==> config.mk <==
export PLATFORM = sky130hd
export DESIGN_NAME = sacs_sequencer
export DESIGN_NICKNAME = d
export VERILOG_FILES = /design/src/hw/sacs_pkg.sv /design/src/hw/sacs_clk_if.sv /design/src/hw/sacs_clkgen.sv /design/src/hw/sacs_sequencer.sv
export SDC_FILE = /design/constraint.sdc
export NUM_CORES = 1
export LEC_CHECK = 0
export ABC_AREA = 1
export BUFFER_PORTS_ARGS = -buffer_cell sky130_fd_sc_hd__buf_2
export CELL_PAD_IN_SITES_DETAIL_PLACEMENT = 1
export CELL_PAD_IN_SITES_GLOBAL_PLACEMENT = 2
export CORE_MARGIN = 3
export CORE_UTILIZATION = 36
export DETAILED_ROUTE_END_ITERATION = 12
export PLACE_DENSITY = 0.86
export SYNTH_ARGS = -nofsm -noshare
export SYNTH_HDL_FRONTEND = slang
export SYNTH_HIERARCHICAL = 1
export SYNTH_SLANG_ARGS = --single-unit
==> constraint.sdc <==
create_clock -name mclk_i -period 2.75 [get_ports mclk_i]
set_input_delay 0.55 -clock mclk_i [delete_from_list [all_inputs] [get_ports mclk_i]]
set_output_delay 0.55 -clock mclk_i [all_outputs]
set_load 0.1 [all_outputs]
==> src/hw/sacs_pkg.sv <==
// constants and types shared by the conversion sequencer files
package sacs_pkg;
    // system clock
    localparam int MCLK_PERIOD_NS = 25;        // 40 MHz system clock
    localparam int MCLK_KHZ       = 1000000 / MCLK_PERIOD_NS;
    // nominal internal oscillator rate, matches the 4 MHz accuracy point
    localparam int OSC_KHZ        = 4000;
    // half period of the internal oscillator in system clocks
    localparam int OSC_HALF_INT   = MCLK_KHZ / (2 * OSC_KHZ);
    localparam logic [3:0] OSC_HALF = 4'(OSC_HALF_INT);
    localparam logic [3:0] OSC_CNT_RST = 4'h0;

    // conversion timing, counted in selected clock falling edges
    localparam logic [4:0] FALL_RST   = 5'h00;
    localparam logic [4:0] HOLD_FALL  = 5'h03;  // sample frozen here
    localparam logic [4:0] CONV_FALLS = 5'h14;  // 20 input clocks
    // divided clock ticks (input clock / 2)
    localparam logic [3:0] TICK_RST   = 4'h0;
    localparam logic [3:0] CLEAR_TICK = 4'h1;   // register cleared
    localparam logic [3:0] TRIAL_TICK = 4'h2;   // first bit trial

    // data path
    localparam int DATA_W = 8;
    typedef logic [DATA_W-1:0] sacs_data_t;
    localparam sacs_data_t DATA_RST  = 8'h00;
    localparam sacs_data_t TRIAL_MSB = 8'h80;

    // sequencer states
    typedef enum logic [1:0] {
        SACS_IDLE,
        SACS_SAMPLE,
        SACS_CONVERT
    } sacs_state_t;
endpackage

==> src/hw/sacs_clk_if.sv <==
// clock-source signals between the sequencer and its clock generator
interface sacs_clk_if;
    logic run;      // conversion active, enables oscillator and divider
    logic osc_sel;  // 1: internal oscillator, 0: clock pin
    logic fall;     // one-cycle pulse on each selected clock falling edge
    logic tick;     // one-cycle pulse per divided clock period

    modport gen (input run, input osc_sel, output fall, output tick);
    modport seq (output run, output osc_sel, input fall, input tick);
endinterface

==> src/hw/sacs_clkgen.sv <==
// clock source select, internal oscillator and divide-by-two
module sacs_clkgen (
    // system
    input  wire logic mclk_i,
    input  wire logic resetn_i,
    // external clock pin level
    input  wire logic clk_pin_i,
    // sequencer side
    sacs_clk_if.gen   ck
);
    // all generator state
    typedef struct packed {
        logic [3:0] osc_cnt;  // oscillator half period counter
        logic       osc_clk;  // internal oscillator level
        logic       pin_prev; // previous selected clock level
        logic       div_ph;   // divided clock phase
    } sacs_gen_t;

    sacs_gen_t gen_reg;
    sacs_gen_t gen_next;
    logic      src_now;   // selected clock level

    assign src_now = ck.osc_sel ? gen_reg.osc_clk : clk_pin_i;
    assign ck.fall = gen_reg.pin_prev & ~src_now;
    assign ck.tick = ck.fall & ck.run & ~gen_reg.div_ph;

    // next-state logic
    always_comb begin
        gen_next          = gen_reg;
        gen_next.pin_prev = src_now;
        if (!ck.run || !ck.osc_sel) begin
            // idle oscillator parks low so the next start is clean
            gen_next.osc_cnt = sacs_pkg::OSC_CNT_RST;
            gen_next.osc_clk = 1'b0;
        end else if (gen_reg.osc_cnt == sacs_pkg::OSC_HALF - 4'h1) begin
            gen_next.osc_cnt = sacs_pkg::OSC_CNT_RST;
            gen_next.osc_clk = ~gen_reg.osc_clk;
        end else begin
            gen_next.osc_cnt = gen_reg.osc_cnt + 4'h1;
        end
        if (!ck.run) begin
            gen_next.div_ph = 1'b0;
        end else if (ck.fall) begin
            gen_next.div_ph = ~gen_reg.div_ph;
        end
    end

    // state register
    always_ff @(posedge mclk_i) begin
        if (!resetn_i) begin
            gen_reg <= '0;
        end else begin
            gen_reg <= gen_next;
        end
    end
endmodule // sacs_clkgen

==> src/hw/sacs_sequencer.sv <==
// conversion sequencer for an 8-bit successive-approximation converter
module sacs_sequencer (
    // system
    input  wire logic              mclk_i,
    input  wire logic              resetn_i,
    // host bus strobes
    input  wire logic              cs_n_i,
    input  wire logic              rd_n_i,
    // clock pin and source select
    input  wire logic              clk_pin_i,
    input  wire logic              osc_sel_i,
    // analog front end
    input  wire logic              cmp_i,
    output logic                   track_o,
    output sacs_pkg::sacs_data_t   dac_code_o,
    // host bus outputs
    output logic                   busy_n_o,
    output sacs_pkg::sacs_data_t   data_o,
    output logic                   data_oe_n_o,
    output logic                   osc_run_o
);
    // all sequencer state
    typedef struct packed {
        sacs_pkg::sacs_state_t state;    // sequencer state
        logic [4:0]            fall_cnt; // selected clock falling edges since start
        logic [3:0]            tick_cnt; // divided clock ticks since start
        sacs_pkg::sacs_data_t  appr;     // approximation register
        sacs_pkg::sacs_data_t  trial;    // one-hot bit under trial
        sacs_pkg::sacs_data_t  result;   // output latch
        logic                  busy_n;   // busy, active low
        logic                  window;   // one pin clock after done
        logic                  rd_prev;  // read strobe last cycle
        logic                  drive;    // data bus driven
        logic                  armed;    // a clean cycle since reset
    } sacs_seq_t;

    sacs_seq_t seq_reg;
    sacs_seq_t seq_next;
    logic      rd_act;    // chip select and read both low
    logic      rd_start;  // leading edge of a read access
    logic      done;      // last falling edge of a conversion
    logic [3:0] tick_new; // tick count including this tick

    sacs_clk_if ck ();

    // clock generator shares the conversion enable
    sacs_clkgen u_clkgen (
        .mclk_i    (mclk_i),
        .resetn_i  (resetn_i),
        .clk_pin_i (clk_pin_i),
        .ck        (ck.gen)
    );

    assign ck.osc_sel = osc_sel_i;
    assign ck.run     = (seq_reg.state != sacs_pkg::SACS_IDLE);

    assign rd_act   = ~cs_n_i & ~rd_n_i;
    assign rd_start = rd_act & ~seq_reg.rd_prev;
    assign done     = ck.fall && (seq_reg.state == sacs_pkg::SACS_CONVERT)
                      && (seq_reg.fall_cnt == sacs_pkg::CONV_FALLS - 5'h01);
    assign tick_new = seq_reg.tick_cnt + 4'h1;

    // outputs from state flops; osc_run_o also takes osc_sel_i directly
    // track between conversions
    assign track_o     = (seq_reg.state != sacs_pkg::SACS_CONVERT);
    assign dac_code_o  = seq_reg.appr;
    assign busy_n_o    = seq_reg.busy_n;
    // code is plain binary; offset binary in bipolar wiring
    assign data_o      = seq_reg.result;
    assign data_oe_n_o = ~seq_reg.drive;
    assign osc_run_o   = ck.run & osc_sel_i;

    // next-state logic
    always_comb begin
        seq_next         = seq_reg;
        seq_next.rd_prev = rd_act;
        seq_next.drive   = rd_act;
        // checks may use history once a cycle has passed after reset
        seq_next.armed   = 1'b1;
        // window closes after one pin clock; the stopped internal
        // oscillator has no period, so that mode keeps no window open
        if (ck.fall || osc_sel_i) begin
            seq_next.window = 1'b0;
        end
        // count selected clock falling edges while active
        if (ck.run && ck.fall) begin
            seq_next.fall_cnt = seq_reg.fall_cnt + 5'h01;
        end
        case (seq_reg.state)
            sacs_pkg::SACS_IDLE: begin
                if (rd_start && !seq_reg.window) begin
                    seq_next.state    = sacs_pkg::SACS_SAMPLE;
                    seq_next.busy_n   = 1'b0;
                    seq_next.fall_cnt = sacs_pkg::FALL_RST;
                    seq_next.tick_cnt = sacs_pkg::TICK_RST;
                end
            end
            sacs_pkg::SACS_SAMPLE: begin
                if (ck.fall &&
                    seq_reg.fall_cnt == sacs_pkg::HOLD_FALL - 5'h01) begin
                    seq_next.state = sacs_pkg::SACS_CONVERT;
                end
            end
            sacs_pkg::SACS_CONVERT: begin
                // old data on reads
                // reads here only see old data; the host must wait
                if (done) begin
                    seq_next.result = cmp_i ? seq_reg.appr
                                            : (seq_reg.appr & ~seq_reg.trial);
                    seq_next.state  = sacs_pkg::SACS_IDLE;
                    seq_next.busy_n = 1'b1;
                    // no window when the oscillator stops with the result
                    seq_next.window = ~osc_sel_i;
                end
            end
            default: begin
                seq_next.state = sacs_pkg::SACS_IDLE;
            end
        endcase
        // bit decisions on divided clock ticks
        if (ck.tick) begin
            seq_next.tick_cnt = tick_new;
            if (tick_new == sacs_pkg::CLEAR_TICK) begin
                seq_next.appr  = sacs_pkg::DATA_RST;
                seq_next.trial = sacs_pkg::DATA_RST;
            end else if (tick_new == sacs_pkg::TRIAL_TICK) begin
                seq_next.appr  = sacs_pkg::TRIAL_MSB;
                seq_next.trial = sacs_pkg::TRIAL_MSB;
            end else if (seq_reg.trial != sacs_pkg::DATA_RST) begin
                // keep the last bit if input is at or above the trial
                seq_next.trial = seq_reg.trial >> 1;
                seq_next.appr  = (cmp_i ? seq_reg.appr
                                        : (seq_reg.appr & ~seq_reg.trial))
                                 | (seq_reg.trial >> 1);
            end
        end
    end

    // state register
    always_ff @(posedge mclk_i) begin
        if (!resetn_i) begin
            seq_reg        <= '0;
            seq_reg.state  <= sacs_pkg::SACS_IDLE;
            seq_reg.busy_n <= 1'b1;
        end else begin
            seq_reg <= seq_next;
        end
    end
endmodule // sacs_sequencer

==> impl_metrics.yaml <==
outcome:
  status: "completed"
placed_design:
  io_buffers: 26
  hpwl_um: 3870
  place_congestion: 0.759
  placed_cells: 391
detailed_routing:
  wl_per_cell_um: 13.2
  drtAntennaViolNets: 0
  wirelength_um: 5270
  drc_errors: 0
  drt_iter0_markers: 106
  first_pass_iters: 4
  vias: 1970
  avgViaCountPerCell: 4.94
layout:
  layoutNonFillerInstCount: 399
  layout.cells.most_common_list: "58 x nand2_1, 45 x dfxtp_1, 37 x inv_1"
  area_delta_synth_final_pct: 6.12
  num_antenna_cells: 0
  num-nets-final: 337
  largest_reg_flops: 21
  layout_commonest_cell: "nand2_1"
  drive_above_1_share_pct: 17.6
yosys:
  netlist_instances: 315
  ys_types: 31
  yosys.area.top_type_share_pct: 38.6
  ys.warnings.count: 6
  syn-mean-instance-area_um2: 7.40
  synthTopCellsByArea: "dfxtp_1 39%, nand2_1 9.3%, a21oi_1 7.1%, inv_1 6.0%, buf_4 5.8%"
  syn_area_um2: 2330
  ys_seq_area_share_pct: 38.6
  syn_nets: 329
  yosys_register_bits: 45
  synth_area_leader_cell: "dfxtp_1"
pwr:
  comb_power_share_pct: 11.7
  power_mw: 1.34
  clkPwrFrac_pct: 38.1
  p_leak_nw: 1.05
  power_switching_uw: 367
  seq_power_share_pct: 50.2
  irDropWorstVdd_mv: 0.269
  switching_share_pct: 27.4
  p_int_uw: 971
  p_per_area_nw_per_um2: 541
clock_network:
  clk_pin_slew_ns: 0.09
  clockBufferDepth: 2
  htree_levels: 2
  postCtsSetupRepairBufs: 0
  clock-sinks: 45
  cts_root_buffer: "clkbuf_8"
  insertion_delay_ns: 0.30
  cts_hold_buf: 0
  cts_tree: "done"
  numCtsBuffers: 5
  post_cts_resized: 0
setup_path:
  r2r_slack_ns: 1.05
  cp.arrival_ns: 1.35
  required_ns: 2.20
  critPathKind: "reg2out"
  cp_max_fo: 6
  end_kind: "output pin"
  start_kind: "flip-flop"
timing:
  rsz0062_at_grt: "no"
  setup_violations: 0
  slew_violations: 0
  fin_skew_ns: 0.00972
  finalHoldViolations: 0
  max_slew_margin_pct: 66.8
  tns_ns: 0
  min_period_ns: 1.90
  fmax_mhz: 527
  tightest_slew_ns: 0.498
  fin_crit_sh_pct: 68.9
flow_run:
  maxCapViolCount: 0
floorplanning:
  num_io_pins: 27
  start_util_pct: 38.2
  coreArea_um2: 6100
  rows: 28
  die_h_um: 86.5
  dieArea_um2: 7480
  die_w_um: 86.5
grt:
  grt_overflow: 0
  grt_max_degree: 33
  grt_pass1_vias: 1962
  grt_pass1_wl_um: 9170
  antenna_found_initial: 0
  grt_util_all_layers_pct: 15.2
min_path:
  min_path_type: "in2reg"
[worst paths after layout]
| check | endpoint | depth (start not counted) | start |
|---|---|---|---|
| max | osc_run_o | 3 | seq_reg[39] |
| min | seq_reg[3] | 2 | osc_sel_i |
| max reg2reg | dac_code_o[0] | 7 | seq_reg[29] |
| min reg2reg | u_clkgen/gen_reg[3] | 1 | u_clkgen/gen_reg[3] |
[cell usage after synthesis (all sizes together)]
cell type / count
nor2: 35
ha: 7
or2: 3
nand3: 28
xor2: 2
a21boi: 1
nand4: 6
nor3: 1
xnor2: 2
clkbuf: 1
buf: 27
o21ai: 17
a21oi: 34
o211ai: 1
dfxtp: 45
o21bai: 1
a211oi: 3
nand2: 63
inv: 38
[logic make-up after synthesis]
family / synth area share (%)
XOR/XNOR: 1.83
flip-flops: 38.6
buffers and inverters: 15.6
AO/OA/AOI/OAI: 13.4
AND/OR/NAND/NOR: 26.7
adder cells (fa/ha/maj): 3.76
[layout make-up]
| cell class | instances | area (um^2) |
|---|---|---|
| clock buffer | 5 | 68.8 |
| sequential | 45 | 901 |
| clock inverter | 3 | 46.3 |
| multi-input combinational | 204 | 1070 |
| inverter | 38 | 143 |
| tap | 75 | 93.8 |
| fill | 818 | 3620 |
| timing repair buffer | 29 | 153 |
[power by group through the flow]
| stage | Combinational (mW) | Sequential [mW] | Clock (mW) |
|---|---|---|---|
| after floorplan | 0.125 | 0.694 | 0 |
| after global placement | 0.156 | 0.687 | 0 |
| after detailed placement | 0.158 | 0.688 | 0 |
| after CTS | 0.159 | 0.673 | 0.531 |
| after global routing | 0.171 | 0.675 | 0.559 |
| final | 0.156 | 0.673 | 0.510 |
[metal layers]
layer	global-route usage [%]	vias up	wire (um)
met5	0	-	0
met1	20.8	933	2650
met2	24.5	26	2380
met4	3.40	0	29
li1	-	1009	-
met3	3.33	2	209
[metrics by stage]
| stage | area, um^2 | hold slack, ns | util [%] | worst slack, ns |
|---|---|---|---|---|
| floorplan | 2330 | 0.440 | - | 0.372 |
| global placement | 2360 | 0.459 | 38.7 | 0.841 |
| detailed placement | 2360 | 0.464 | 38.7 | 0.712 |
| CTS | 2470 | 0.456 | 40.6 | 0.827 |
| global route | 2470 | 0.459 | 40.6 | 0.728 |
| finish | 2470 | 0.469 | 40.6 | 0.854 |
[worst max-delay path, stage by stage (launching register included)]
cell,delay (ns)
dfxtp_1,0.33
nor2_1,0.36
nor2_1,0.07
buf_2,0.30
(Power assumes the default switching activity.)
